## config.mk

```make
export PLATFORM = sky130hd
export DESIGN_NAME = pirqc_core
export DESIGN_NICKNAME = d
export VERILOG_FILES = /design/src/verilog/pirqc_core.v
export VERILOG_INCLUDE_DIRS = /design/src /design/src/inc
export SDC_FILE = /design/constraint.sdc
export NUM_CORES = 1
export LEC_CHECK = 0
export BUFFER_PORTS_ARGS = -buffer_cell sky130_fd_sc_hd__buf_2
export CAP_MARGIN = 10
export CELL_PAD_IN_SITES_DETAIL_PLACEMENT = 1
export CELL_PAD_IN_SITES_GLOBAL_PLACEMENT = 2
export CORE_ASPECT_RATIO = 0.7
export CORE_MARGIN = 8
export CORE_UTILIZATION = 35
export DETAILED_ROUTE_END_ITERATION = 16
export GPL_TIMING_DRIVEN = 0
export PLACE_DENSITY_LB_ADDON = 0.1
export SYNTH_ARGS = -nofsm -noshare
export SYNTH_HDL_FRONTEND = slang
export SYNTH_SLANG_ARGS = --single-unit
export TNS_END_PERCENT = 10
```

## constraint.sdc

```tcl
create_clock -name ref_clk -period 68.4 [get_ports ref_clk]
set_clock_uncertainty 0.15 [all_clocks]
set_input_delay 3.42 -clock ref_clk [delete_from_list [all_inputs] [get_ports ref_clk]]
set_output_delay 3.42 -clock ref_clk [all_outputs]
set_load 0.02 [all_outputs]
```

## src/inc/pirqc_defines.vh

```
// Constants for the prioritized interrupt controller.
// Assumes one clock domain and plain-port register access from the core.
`ifndef PIRQC_DEFINES_VH
`define PIRQC_DEFINES_VH
`define PIRQC_SCS_BASE 32'hE000E000
`define PIRQC_OFS_SETENA 12'h100
`define PIRQC_OFS_CLRENA 12'h180
`define PIRQC_OFS_SETPEND 12'h200
`define PIRQC_OFS_CLRPEND 12'h280
`define PIRQC_OFS_PRIO0 12'h400
`define PIRQC_OFS_PRIO3 12'h40C
`define PIRQC_PRIO_MSB 7
`define PIRQC_PRIO_LSB 6
`define PIRQC_RST_PRIO 2'h0
`define PIRQC_VTOR_BASE 32'h00000000
`define PIRQC_VEC_RESET 6'h01
`define PIRQC_VEC_NMI 6'h02
`define PIRQC_VEC_HARDFAULT 6'h03
`define PIRQC_VEC_SVC 6'h0B
`define PIRQC_VEC_PENDABLE 6'h0E
`define PIRQC_VEC_TICK 6'h0F
`define PIRQC_VEC_IRQ0 6'h10
`define PIRQC_VEC_NONE 6'h00
`define PIRQC_RANK_RESET 3'h0
`define PIRQC_RANK_NMI 3'h1
`define PIRQC_RANK_HARDFAULT 3'h2
`define PIRQC_RANK_IDLE 3'h7
`define PIRQC_STACK_WORDS 4'h8
`endif

```

## src/verilog/pirqc_core.v

```verilog
// Prioritized interrupt controller: pending, enable, priority, active
// tracking, arbitration and the entry/exit sequencer for stacking.
// Assumes the core performs the bus cycles named by the stack strobes and
// that irq_in, nmi_in and hardfault_in are asynchronous to ref_clk; svc_req, pendable_req and tick_req are used unsynchronised.
`timescale 1ns/1ps
`include "pirqc_defines.vh"
module pirqc_core (
   ref_clk,
   srst,
   irq_in,
   nmi_in,
   hardfault_in,
   svc_req,
   pendable_req,
   tick_req,
   sys_prio_svc,
   sys_prio_pendable,
   sys_prio_tick,
   reg_wr,
   reg_rd,
   reg_addr,
   reg_wdata,
   reg_rdata,
   stack_req,
   stack_push,
   stack_index,
   stack_done,
   vec_fetch,
   vec_addr,
   vec_done,
   exc_return,
   handler_mode,
   active_vector,
   preempt,
   tail_chain
);
   input wire ref_clk;
   input wire srst;
   input wire [15:0] irq_in;
   input wire nmi_in;
   input wire hardfault_in;
   input wire svc_req;
   input wire pendable_req;
   input wire tick_req;
   input wire [1:0] sys_prio_svc;
   input wire [1:0] sys_prio_pendable;
   input wire [1:0] sys_prio_tick;
   input wire reg_wr;
   input wire reg_rd;
   input wire [11:0] reg_addr;
   input wire [31:0] reg_wdata;
   output reg [31:0] reg_rdata;
   output wire stack_req;
   output wire stack_push;
   output wire [3:0] stack_index;
   input wire stack_done;
   output wire vec_fetch;
   output wire [31:0] vec_addr;
   input wire vec_done;
   input wire exc_return;
   output wire handler_mode;
   output wire [5:0] active_vector;
   output reg preempt;
   output reg tail_chain;

   // =========================================================
   // Sequencer states
   localparam ST_THREAD = 3'h0;
   localparam ST_STACK = 3'h1;
   localparam ST_FETCH = 3'h2;
   localparam ST_HANDLER = 3'h3;
   localparam ST_UNSTACK = 3'h4;

   // Rank: lower is more urgent; 3..6 are configurable levels 0..3
   function [2:0] pirqc_rank;
      input [1:0] prio;
      begin
         pirqc_rank = {1'b0, prio} + 3'h3;
      end
   endfunction

   // =========================================================
   // Input synchronisers
   reg [17:0] sync1_ff;
   reg [17:0] sync2_ff;
   reg [17:0] prev_ff;
   always @(posedge ref_clk) begin
      if (srst) begin
         sync1_ff <= 18'h0;
         sync2_ff <= 18'h0;
         prev_ff <= 18'h0;
      end else begin
         sync1_ff <= {hardfault_in, nmi_in, irq_in};
         sync2_ff <= sync1_ff;
         prev_ff <= sync2_ff;
      end
   end
   wire [15:0] irq_rise = sync2_ff[15:0] & ~prev_ff[15:0];
   wire nmi_rise = sync2_ff[16] & ~prev_ff[16];
   wire hf_rise = sync2_ff[17] & ~prev_ff[17];

   // =========================================================
   // Register state
   reg [15:0] enable_ff;
   reg [15:0] pend_ff;
   reg [15:0] act_ff;
   reg [1:0] prio_ff [0:15];
   reg [2:0] sys_pend_ff; // svc, pendable, tick
   reg nmi_pend_ff;
   reg hf_pend_ff;
   reg nmi_act_ff;
   reg hf_act_ff;
   reg [2:0] sys_act_ff;

   wire wr_setena = reg_wr && (reg_addr == `PIRQC_OFS_SETENA);
   wire wr_clrena = reg_wr && (reg_addr == `PIRQC_OFS_CLRENA);
   wire wr_setpend = reg_wr && (reg_addr == `PIRQC_OFS_SETPEND);
   wire wr_clrpend = reg_wr && (reg_addr == `PIRQC_OFS_CLRPEND);
   wire wr_prio = reg_wr && (reg_addr >= `PIRQC_OFS_PRIO0) &&
      (reg_addr <= `PIRQC_OFS_PRIO3) && (reg_addr[1:0] == 2'h0);
   wire [1:0] prio_word = reg_addr[3:2];

   // =========================================================
   // Arbitration
   reg [2:0] best_rank;
   reg [5:0] best_vec;
   reg [2:0] cur_rank;
   integer i;
   integer j;
   always @* begin
      best_rank = `PIRQC_RANK_IDLE;
      best_vec = `PIRQC_VEC_NONE;
      // Lowest number wins among equal ranks
      for (i = 15; i >= 0; i = i - 1) begin
         if (pend_ff[i] && enable_ff[i] && !act_ff[i] &&
               pirqc_rank(prio_ff[i]) <= best_rank) begin
            best_rank = pirqc_rank(prio_ff[i]);
            best_vec = `PIRQC_VEC_IRQ0 + i[5:0];
         end
      end
      if (sys_pend_ff[2] && !sys_act_ff[2] && pirqc_rank(sys_prio_tick) <= best_rank) begin
         best_rank = pirqc_rank(sys_prio_tick);
         best_vec = `PIRQC_VEC_TICK;
      end
      if (sys_pend_ff[1] && !sys_act_ff[1] && pirqc_rank(sys_prio_pendable) <= best_rank) begin
         best_rank = pirqc_rank(sys_prio_pendable);
         best_vec = `PIRQC_VEC_PENDABLE;
      end
      if (sys_pend_ff[0] && !sys_act_ff[0] && pirqc_rank(sys_prio_svc) <= best_rank) begin
         best_rank = pirqc_rank(sys_prio_svc);
         best_vec = `PIRQC_VEC_SVC;
      end
      if (hf_pend_ff && !hf_act_ff) begin
         best_rank = `PIRQC_RANK_HARDFAULT;
         best_vec = `PIRQC_VEC_HARDFAULT;
      end
      if (nmi_pend_ff && !nmi_act_ff) begin
         best_rank = `PIRQC_RANK_NMI;
         best_vec = `PIRQC_VEC_NMI;
      end
      // Running priority: most urgent active exception
      cur_rank = `PIRQC_RANK_IDLE;
      for (i = 15; i >= 0; i = i - 1) begin
         if (act_ff[i] && pirqc_rank(prio_ff[i]) < cur_rank) begin
            cur_rank = pirqc_rank(prio_ff[i]);
         end
      end
      if (sys_act_ff[2] && pirqc_rank(sys_prio_tick) < cur_rank)
         cur_rank = pirqc_rank(sys_prio_tick);
      if (sys_act_ff[1] && pirqc_rank(sys_prio_pendable) < cur_rank)
         cur_rank = pirqc_rank(sys_prio_pendable);
      if (sys_act_ff[0] && pirqc_rank(sys_prio_svc) < cur_rank)
         cur_rank = pirqc_rank(sys_prio_svc);
      if (hf_act_ff)
         cur_rank = `PIRQC_RANK_HARDFAULT;
      if (nmi_act_ff)
         cur_rank = `PIRQC_RANK_NMI;
   end

   wire take_new = (best_rank < cur_rank);

   // =========================================================
   // Entry/exit sequencer
   reg [2:0] state_ff;
   reg [2:0] nxt_state;
   reg [3:0] cnt_ff;
   reg [5:0] sel_vec_ff;
   reg [2:0] sel_rank_ff;
   reg [5:0] run_vec_ff;
   reg [5:0] stk_vec_ff [0:7];
   reg [2:0] depth_ff;
   reg [2:0] cur_rank_below;
   reg chained_ff;
   wire activate = (state_ff == ST_FETCH) && vec_done;
   wire [2:0] depth_m1 = depth_ff - 3'h1;
   wire leave = (state_ff == ST_HANDLER) && exc_return;

   // Running rank after the current handler leaves
   always @* begin
      cur_rank_below = `PIRQC_RANK_IDLE;
      if (depth_ff > 3'h1)
         cur_rank_below = vec_rank(stk_vec_ff[depth_ff - 3'h2]);
   end
   wire chain = leave && (best_rank < cur_rank_below);

   function [2:0] vec_rank;
      input [5:0] v;
      begin
         case (v)
            `PIRQC_VEC_NMI: vec_rank = `PIRQC_RANK_NMI;
            `PIRQC_VEC_HARDFAULT: vec_rank = `PIRQC_RANK_HARDFAULT;
            `PIRQC_VEC_SVC: vec_rank = pirqc_rank(sys_prio_svc);
            `PIRQC_VEC_PENDABLE: vec_rank = pirqc_rank(sys_prio_pendable);
            `PIRQC_VEC_TICK: vec_rank = pirqc_rank(sys_prio_tick);
            default: vec_rank = (v >= `PIRQC_VEC_IRQ0) ?
               pirqc_rank(prio_ff[v[3:0]]) : `PIRQC_RANK_IDLE;
         endcase
      end
   endfunction

   always @* begin
      nxt_state = state_ff;
      case (state_ff)
         ST_THREAD: if (take_new) nxt_state = ST_STACK;
         ST_STACK: if (stack_done && cnt_ff == `PIRQC_STACK_WORDS - 4'h1)
            nxt_state = ST_FETCH;
         ST_FETCH: if (vec_done) nxt_state = ST_HANDLER;
         ST_HANDLER: begin
            if (chain)
               nxt_state = ST_FETCH;
            else if (leave)
               nxt_state = ST_UNSTACK;
            else if (take_new)
               nxt_state = ST_STACK;
         end
         ST_UNSTACK: if (stack_done && cnt_ff == `PIRQC_STACK_WORDS - 4'h1)
            nxt_state = (depth_ff == 3'h0) ? ST_THREAD : ST_HANDLER;
         default: nxt_state = ST_THREAD;
      endcase
   end

   always @(posedge ref_clk) begin
      if (srst) begin
         state_ff <= ST_THREAD;
         cnt_ff <= 4'h0;
         sel_vec_ff <= `PIRQC_VEC_NONE;
         sel_rank_ff <= `PIRQC_RANK_IDLE;
         run_vec_ff <= `PIRQC_VEC_NONE;
         depth_ff <= 3'h0;
         preempt <= 1'b0;
         tail_chain <= 1'b0;
         chained_ff <= 1'b0;
      end else begin
         state_ff <= nxt_state;
         preempt <= (state_ff == ST_HANDLER) && take_new && !leave;
         tail_chain <= chain;
         chained_ff <= chain || (chained_ff && !activate);
         if (nxt_state != state_ff)
            cnt_ff <= 4'h0;
         else if (stack_done)
            cnt_ff <= cnt_ff + 4'h1;
         // Late arrival: retarget while stacking or fetching
         if (((state_ff == ST_THREAD || state_ff == ST_HANDLER) && take_new) || chain ||
               ((state_ff == ST_STACK || state_ff == ST_FETCH) && !vec_done &&
               best_rank < sel_rank_ff)) begin
            sel_vec_ff <= best_vec;
            sel_rank_ff <= best_rank;
         end
         // Chained entry reuses the frame; depth stays put
         if (activate) begin
            stk_vec_ff[chained_ff ? depth_m1 : depth_ff] <= sel_vec_ff;
            depth_ff <= chained_ff ? depth_ff : depth_ff + 3'h1;
            run_vec_ff <= sel_vec_ff;
         end else if (leave && !chain) begin
            depth_ff <= depth_m1;
            run_vec_ff <= (depth_ff > 3'h1) ? stk_vec_ff[depth_ff - 3'h2] : `PIRQC_VEC_NONE;
         end
      end
   end
   // =========================================================
   // Pending, enable, active, priority
   wire [5:0] done_vec = run_vec_ff;
   always @(posedge ref_clk) begin
      if (srst) begin
         enable_ff <= 16'h0;
         pend_ff <= 16'h0;
         act_ff <= 16'h0;
         sys_pend_ff <= 3'h0;
         sys_act_ff <= 3'h0;
         nmi_pend_ff <= 1'b0;
         hf_pend_ff <= 1'b0;
         nmi_act_ff <= 1'b0;
         hf_act_ff <= 1'b0;
         for (j = 0; j < 16; j = j + 1)
            prio_ff[j] <= `PIRQC_RST_PRIO;
      end else begin
         if (wr_setena)
            enable_ff <= enable_ff | reg_wdata[15:0];
         else if (wr_clrena)
            enable_ff <= enable_ff & ~reg_wdata[15:0];
         // Hardware set wins over clear; activation clears
         pend_ff <= ((pend_ff & ~({16{wr_clrpend}} & reg_wdata[15:0]))
            & ~((activate && sel_vec_ff >= `PIRQC_VEC_IRQ0) ?
               (16'h1 << sel_vec_ff[3:0]) : 16'h0))
            | irq_rise | ({16{wr_setpend}} & reg_wdata[15:0]);
         sys_pend_ff <= (sys_pend_ff & ~{
            activate && sel_vec_ff == `PIRQC_VEC_TICK,
            activate && sel_vec_ff == `PIRQC_VEC_PENDABLE,
            activate && sel_vec_ff == `PIRQC_VEC_SVC})
            | {tick_req, pendable_req, svc_req};
         nmi_pend_ff <= (nmi_pend_ff & ~(activate && sel_vec_ff == `PIRQC_VEC_NMI)) | nmi_rise;
         hf_pend_ff <= (hf_pend_ff & ~(activate && sel_vec_ff == `PIRQC_VEC_HARDFAULT)) | hf_rise;
         // Active cleared only on exception return
         if (activate) begin
            if (sel_vec_ff >= `PIRQC_VEC_IRQ0) act_ff[sel_vec_ff[3:0]] <= 1'b1;
            if (sel_vec_ff == `PIRQC_VEC_NMI) nmi_act_ff <= 1'b1;
            if (sel_vec_ff == `PIRQC_VEC_HARDFAULT) hf_act_ff <= 1'b1;
            if (sel_vec_ff == `PIRQC_VEC_SVC) sys_act_ff[0] <= 1'b1;
            if (sel_vec_ff == `PIRQC_VEC_PENDABLE) sys_act_ff[1] <= 1'b1;
            if (sel_vec_ff == `PIRQC_VEC_TICK) sys_act_ff[2] <= 1'b1;
         end
         if (leave) begin
            if (done_vec >= `PIRQC_VEC_IRQ0) act_ff[done_vec[3:0]] <= 1'b0;
            if (done_vec == `PIRQC_VEC_NMI) nmi_act_ff <= 1'b0;
            if (done_vec == `PIRQC_VEC_HARDFAULT) hf_act_ff <= 1'b0;
            if (done_vec == `PIRQC_VEC_SVC) sys_act_ff[0] <= 1'b0;
            if (done_vec == `PIRQC_VEC_PENDABLE) sys_act_ff[1] <= 1'b0;
            if (done_vec == `PIRQC_VEC_TICK) sys_act_ff[2] <= 1'b0;
         end
         if (wr_prio) begin
            prio_ff[{prio_word, 2'h0}] <= reg_wdata[`PIRQC_PRIO_MSB:`PIRQC_PRIO_LSB];
            prio_ff[{prio_word, 2'h1}] <= reg_wdata[15:14];
            prio_ff[{prio_word, 2'h2}] <= reg_wdata[23:22];
            prio_ff[{prio_word, 2'h3}] <= reg_wdata[31:30];
         end
      end
   end

   // =========================================================
   // Read data
   always @(posedge ref_clk) begin
      if (srst)
         reg_rdata <= 32'h0;
      else if (reg_rd) begin
         case (reg_addr)
            `PIRQC_OFS_SETENA, `PIRQC_OFS_CLRENA: reg_rdata <= {16'h0, enable_ff};
            `PIRQC_OFS_SETPEND, `PIRQC_OFS_CLRPEND: reg_rdata <= {16'h0, pend_ff};
            default: reg_rdata <= (reg_addr >= `PIRQC_OFS_PRIO0 && reg_addr <= `PIRQC_OFS_PRIO3) ?
               {prio_ff[{prio_word, 2'h3}], 6'h0, prio_ff[{prio_word, 2'h2}], 6'h0,
                prio_ff[{prio_word, 2'h1}], 6'h0, prio_ff[{prio_word, 2'h0}], 6'h0} : 32'h0;
         endcase
      end
   end

   // =========================================================
   // Outputs
   assign stack_req = (state_ff == ST_STACK) || (state_ff == ST_UNSTACK);
   assign stack_push = (state_ff == ST_STACK);
   assign stack_index = cnt_ff;
   assign vec_fetch = (state_ff == ST_FETCH) || (state_ff == ST_STACK);
   assign vec_addr = `PIRQC_VTOR_BASE + {24'h0, sel_vec_ff, 2'h0};
   assign handler_mode = (depth_ff != 3'h0) || chained_ff;
   assign active_vector = run_vec_ff;
   // Source order 0 watchdog_irq ... 14 wakeup_irq, 15 reserved
endmodule // pirqc_core

```

==> impl_metrics.toml, run 1 <==
[status]
outcome = "complete, no violations"

[timing]
worst_pin_slew_ns = 1.290
post-route-period-util = 0.4717
fmax_ghz = 0.03099
maxSlewViolCount = 0
maxSlewHeadroom = 0.1381
setup_ws_ns = 36.13
hold_viol = 0
setup_viol = 0
rsz0062_at_grt = "false"
setup_tns_ns = 0
fin_crit_ns = 32.27

[floorplanning]
die_w_um = 267.1
die_area_mm2 = 0.05122
boundaryPins = 158
coreArea_mm2 = 0.04364
row_count = 64
start_util = 0.3540
die-height_um = 191.8

[clock_tree]
clk_pin_slew_ns = 0.06
htreeDepth = 1
numClockSinks = 230
cts_buffers = 26
clk_path_buf_depth = 3
post_cts_buffers = 0
root_buffer = "clkbuf_16"
cts_resized = 0
cts_tree = "done"
hold_buffers = 0
clk_latency_ns = 0.55

[critical_path]
r2r_slack_ns = 36.13
endpoint_kind = "register"
worstReg2RegStart = "prio_ff[15][0]$_SDFFCE_PN0P_"
worst-r2r-cell-count = 138
startpoint = "prio_ff[15][0]$_SDFFCE_PN0P_"
critPathMaxStageDelay_ns = 0.88
crit_required_ns = 68.66
critPathLaunchType = "register"
setup.worst_path.end = "sel_vec_ff[1]$_SDFFE_PP0P_"
reg2reg_to = "sel_vec_ff[1]$_SDFFE_PP0P_"
cp_common_cell = "ha_1"
worst_ep_arrival_time_ns = 32.52
critical_path_class = "register to register"
crit_path_top_delay_cell = "a211oi_1"
cp_max_fo = 10

[logic_synthesis]
netlist_instances = 1820
synth_cell_type_count = 96
postSynthAreaPerCell_um2 = 8.488
synth_top_flop_cell = "dfxtp_1"
synth_seq_cells = 230
ys.warnings.count = 0
netlist_area_mm2 = 0.01545
synth-async-reset-ratio = 0
yosysSeqAreaShare = 0.3447
synth_edf_count = 72

[detailed_routing]
ant_nets = 0
dr.pass1.iters = 5
wirelength_um = 59700
drc = 0
wl_per_cell_um = 22.91
viasPerCell = 5.615
detail_route.iter0.violations = 1253
vias = 14630

[grt]
grt_pass1_wl_um = 90120
grtUsageTotal = 0.2265
grt_pass1_vias = 14560
antenna_found_initial = 1
grt_max_degree = 16
overflow = 0

[run]
cap_violations = 0

[worst_hold_path]
hp-class = "register to register"

[pwr]
p_per_area_mw_per_mm2 = 19.71
leakage_nw = 7.215
irDropWorstVdd_uv = 18.46

[placed_design]
gp_congestion = 0.8951
io_buffer_count = 104
dp_hpwl_um = 49160
place_ws_ns = 36.87

[finish]
syn_to_final_growth_pct = 15.28
insertedDiodeCount = 0
drive_gt1_frac = 0.1297
nets = 2165
==> worst max-delay path: cells and delay by family, from the launching register on <==
kind	cells	cell delay (ns)
AOI/OAI and AO/OA	57	14.34
adders and majority gates	22	6.56
and+or+nand+nor	41	6.28
muxes	8	2.68
buffers and inverters	10	1.64
DFF	1	0.49
==> per-layer routing <==
metal	up-vias	track usage	wire (um)
met3	54	0.04208	3835
met5	-	0	0
met2	367	0.3272	24240
met4	0	0.03843	952
met1	7246	0.3478	30670
li1	6966	-	-
==> state kept, by name, indices dropped and copies added, names as in the netlist, 4 cells and up, named ones only <==
signal         cells
reg_rdata         20
sync2_ff          18
stk_vec_ff        40
sel_vec_ff         5
prio_ff           32
sync1_ff          18
act_ff            16
active_vector      5
pend_ff           16
stack_index        4
prev_ff           18
==> where the power goes <==
| part | internal (mW) | switching (mW) |
|---|---|---|
| Combinational | 0.0172 | 0.0342 |
| Clock | 0.0891 | 0.0591 |
| Sequential | 0.146 | 0.00558 |
==> placed cells by master, fill, tap and decap left out, types with 21 or more instances in the layout <==
cell type	instances
a211oi_1	48
a21oi_1	149
a311oi_1	25
a31oi_1	27
and2_1	47
buf_2	105
buf_4	42
clkbuf_1	58
clkbuf_16	27
conb_1	40
dfxtp_1	158
edfxtp_1	72
ha_1	93
inv_1	110
nand2_1	161
nand3_1	65
nor2_1	160
nor2b_1	105
nor3_1	43
o21a_1	21
o21ai_0	64
==> stage by stage <==
stage	hold WS, ns	instance area [um2]	cells	power, mW	utilization
6_report	0.2846	17810	2606	0.3511	0.4081
5_1_grt	0.2985	17810	2606	0.3642	0.4081
4_1_cts	0.2861	17800	2605	0.3529	0.4079
3_5_place_dp	0.2758	16880	2559	0.2049	0.3869
3_3_place_gp	0.2666	16860	2557	0.2035	0.3863
2_1_floorplan	0.2638	15590	1859	0.1845	-
==> worst min path at each step <==
stage | startpoint | end | slack, ns | cells after the start
after global routing | sync1_ff[9]$_SDFF_PP0_ | sync2_ff[9]$_SDFF_PP0_ | 0.30 | 1
after detailed placement | sync1_ff[1]$_SDFF_PP0_ | sync2_ff[1]$_SDFF_PP0_ | 0.28 | 1
after floorplan | sync1_ff[0]$_SDFF_PP0_ | sync2_ff[0]$_SDFF_PP0_ | 0.26 | 1
final | sync1_ff[9]$_SDFF_PP0_ | sync2_ff[9]$_SDFF_PP0_ | 0.28 | 1
after global placement | sync1_ff[8]$_SDFF_PP0_ | sync2_ff[8]$_SDFF_PP0_ | 0.27 | 1
after CTS | sync1_ff[9]$_SDFF_PP0_ | sync2_ff[9]$_SDFF_PP0_ | 0.29 | 1
==> cell usage after synthesis, drive strengths merged, types with 5 or more instances <==
| cell | number | share of area |
|---|---|---|
| a211o | 11 | 0.0062 |
| a211oi | 49 | 0.024 |
| a21boi | 11 | 0.0053 |
| a21o | 15 | 0.0075 |
| a21oi | 150 | 0.049 |
| a221oi | 14 | 0.0079 |
| a22oi | 19 | 0.0092 |
| a311oi | 26 | 0.015 |
| a31o | 6 | 0.0034 |
| a31oi | 27 | 0.011 |
| and2 | 49 | 0.020 |
| and3 | 15 | 0.0061 |
| and3b | 6 | 0.0034 |
| buf | 47 | 0.021 |
| clkbuf | 55 | 0.013 |
| dfxtp | 158 | 0.20 |
| edfxtp | 72 | 0.14 |
| ha | 93 | 0.075 |
| inv | 113 | 0.027 |
| mux2 | 23 | 0.020 |
| mux2i | 14 | 0.0091 |
| mux4 | 20 | 0.029 |
| nand2 | 161 | 0.039 |
| nand2b | 18 | 0.0073 |
| nand3 | 65 | 0.021 |
| nand3b | 10 | 0.0049 |
| nand4 | 11 | 0.0045 |
| nor2 | 160 | 0.039 |
| nor2b | 105 | 0.043 |
| nor3 | 43 | 0.014 |
| nor3b | 9 | 0.0044 |
| nor4 | 7 | 0.0028 |
| o2111ai | 5 | 0.0028 |
| o211ai | 10 | 0.0052 |
| o21a | 21 | 0.010 |
| o21ai | 84 | 0.027 |
| o311a | 8 | 0.0052 |
| o311ai | 5 | 0.0028 |
| o31ai | 14 | 0.0068 |
| or2 | 15 | 0.0061 |
| xnor2 | 5 | 0.0028 |
==> area by class of cell <==
cell class              instances  area, um2
well taps                     594      743.2
fillers                      5215      25830
clock buffers                  35      755.7
flip-flops and latches        230       5325
repair buffers                107      543.0
inverters                     114      427.9
multi-input cells            1413       9319
clock inverters                11      160.2
plain buffers                 102      534.3
==> cell families after synthesis <==
kind of cell / after synthesis / share of synthesized area
AO/OA/AOI/OAI: 524 / 0.2302
adder cells (fa/ha/maj): 95 / 0.07662
AND/OR/NAND/NOR: 690 / 0.2233
other: 1 / 0.0002428
buffers and inverters: 216 / 0.06229
XOR/XNOR: 7 / 0.003969
multiplexers: 57 / 0.05864
flip-flops: 230 / 0.3447
Power figures use the tool's default switching activity.
==> inputs of run 2 (changes only) <==
Clock period 68.4 ns to 30.4 ns, I/O delays scaled along.
==> impl_metrics.toml, run 2 (same netlist as run 1, synthesis figures left out) <==
[status]
outcome = "complete, no violations"

[grt]
grt_pass1_vias = 14600
grt_pass1_wl_um = 90310
antenna_found_initial = 1
grt_max_degree = 16
overflow = 0
grtUsageTotal = 0.2269

[timing]
setup_ws_ns = 1.715
maxSlewViolCount = 0
worst_pin_slew_ns = 1.245
fin_crit_ns = 28.68
setup_tns_ns = 0
fmax_ghz = 0.03486
maxSlewHeadroom = 0.1681
setup_viol = 0
worst_hold_slack_ns = 0.2846
hold_viol = 0
post-route-period-util = 0.9436

[critical_path]
r2r_slack_ns = 1.72
worstReg2RegStart = "prio_ff[15][0]$_SDFFCE_PN0P_"
crit_path_top_delay_cell = "o41a_1"
reg2reg_to = "sel_vec_ff[3]$_SDFFE_PP0P_"
cp_common_cell = "ha_1"
worst_ep_arrival_time_ns = 29.01
worst-r2r-cell-count = 139
crit_required_ns = 30.72
endpoint_kind = "register"
critPathMaxStageDelay_ns = 0.51
critPathLaunchType = "register"
cp_max_fo = 9
critical_path_class = "register to register"

[floorplanning]
die-height_um = 191.8
coreArea_mm2 = 0.04364
die_w_um = 267.1
row_count = 64
boundaryPins = 158
die_area_mm2 = 0.05122
start_util = 0.3540

[clock_tree]
clk_pin_slew_ns = 0.06
htreeDepth = 1
clk_latency_ns = 0.55
clk_path_buf_depth = 3
cts_tree = "done"
root_buffer = "clkbuf_16"
hold_buffers = 0
cts_buffers = 26
numClockSinks = 230

[placed_design]
io_buffer_count = 104
dp_hpwl_um = 49160
place_ws_ns = -1.135
gp_congestion = 0.8951
postPlaceCellArea_mm2 = 0.01688

[worst_hold_path]
min_path_cells = 1
holdPathEnd = "sync2_ff[9]$_SDFF_PP0_"
min-delay-start = "sync1_ff[9]$_SDFF_PP0_"
hp-class = "register to register"

[detailed_routing]
detail_route.iter0.violations = 1242
ant_nets = 0
vias = 14750
wirelength_um = 60130
wl_per_cell_um = 22.97
viasPerCell = 5.632
dr.pass1.iters = 5
drc = 0

[finish]
nets = 2177
largest_register_ffs = 40
regMostFlops = "stk_vec_ff"
insertedDiodeCount = 0
syn_to_final_growth_pct = 17.12
largest_registers = "stk_vec_ff: 40 flops, prio_ff: 32 flops, reg_rdata: 20 flops"
postLayoutCellArea_mm2 = 0.01809
layout_common_cells = "159 x nand2_1, 159 x nor2_1, 158 x dfxtp_1"
nFillCells = 5196
drive_gt1_frac = 0.1512

[pwr]
power_mw = 0.7985
leakage_nw = 7.320
p_per_area_mw_per_mm2 = 44.13
irDropWorstVdd_uv = 41.50

[run]
cap_violations = 0
## run 2: cell types whose count changed in the layout (fill, tap and decap cells not counted), moves of 3 or more
cell      delta
o21ai_0      -4
nand3_2      +3
a211oi_1     -3
buf_4       +12
nand3_1      -3
a21oi_2      +4
o21ai_2      +6
a21oi_1      -5
## run 2: layout make-up
class / instances / area (um2) / area share
timing repair buffer: 119 / 633.1 / 0.03499
clock inverter: 11 / 160.2 / 0.008852
multi-input combinational: 1413 / 9504 / 0.5253
buffer: 102 / 543.0 / 0.03001
clock buffer: 35 / 755.7 / 0.04177
sequential: 230 / 5325 / 0.2943
inverter: 114 / 427.9 / 0.02365
tap: 594 / 743.2 / 0.04108
## run 2: how the worst max path moves through the flow
stage / from / end / depth (start not counted)
floorplan: prio_ff[15][0]$_SDFFCE_PN0P_ / sel_rank_ff[0]$_SDFFE_PP1P_ / 137
global placement: prio_ff[15][0]$_SDFFCE_PN0P_ / sel_vec_ff[1]$_SDFFE_PP0P_ / 138
detailed placement: prio_ff[15][0]$_SDFFCE_PN0P_ / sel_vec_ff[1]$_SDFFE_PP0P_ / 138
CTS: prio_ff[15][0]$_SDFFCE_PN0P_ / active_vector[0]$_SDFFE_PP0P_ / 140
global route: prio_ff[15][0]$_SDFFCE_PN0P_ / sel_vec_ff[4]$_SDFFE_PP0P_ / 140
finish: prio_ff[15][0]$_SDFFCE_PN0P_ / sel_vec_ff[3]$_SDFFE_PP0P_ / 139
## run 2: power by group
part	internal [mW]	switching (mW)
Combinational	0.0434	0.0805
Clock	0.200	0.133
Sequential	0.328	0.0126
## run 2: per-stage QoR
stage	cells	utilization
detailed placement	2559	0.3869
CTS	2605	0.4093
floorplan	1859	-
global route	2618	0.4146
global placement	2557	0.3863
finish	2618	0.4146
## run 2: per-layer routing
layer	routed length, um	global-route usage	part of all wire	vias to the layer above
li1	-	-	-	6988
met5	0	0	0	-
met4	929	0.03843	0.015	0
met3	3906	0.04323	0.065	52
met1	30770	0.3478	0.51	7316
met2	24520	0.3280	0.41	389
## run 2: critical path: cells and delay by family (launching register included)
family / cells / cell delay [ns]
muxes: 7 / 2.23
AOI/OAI and AO/OA: 65 / 13.39
and+or+nand+nor: 36 / 5.34
buffers and inverters: 10 / 0.99
DFF: 1 / 0.47
adders and majority gates: 21 / 5.98
## run 2: repair_timing
action,CTS,global route
setup endpoints to repair,25,26
cloned,0,0
pin swaps,0,6
gates resized for setup,11,38
buffers inserted,0,12
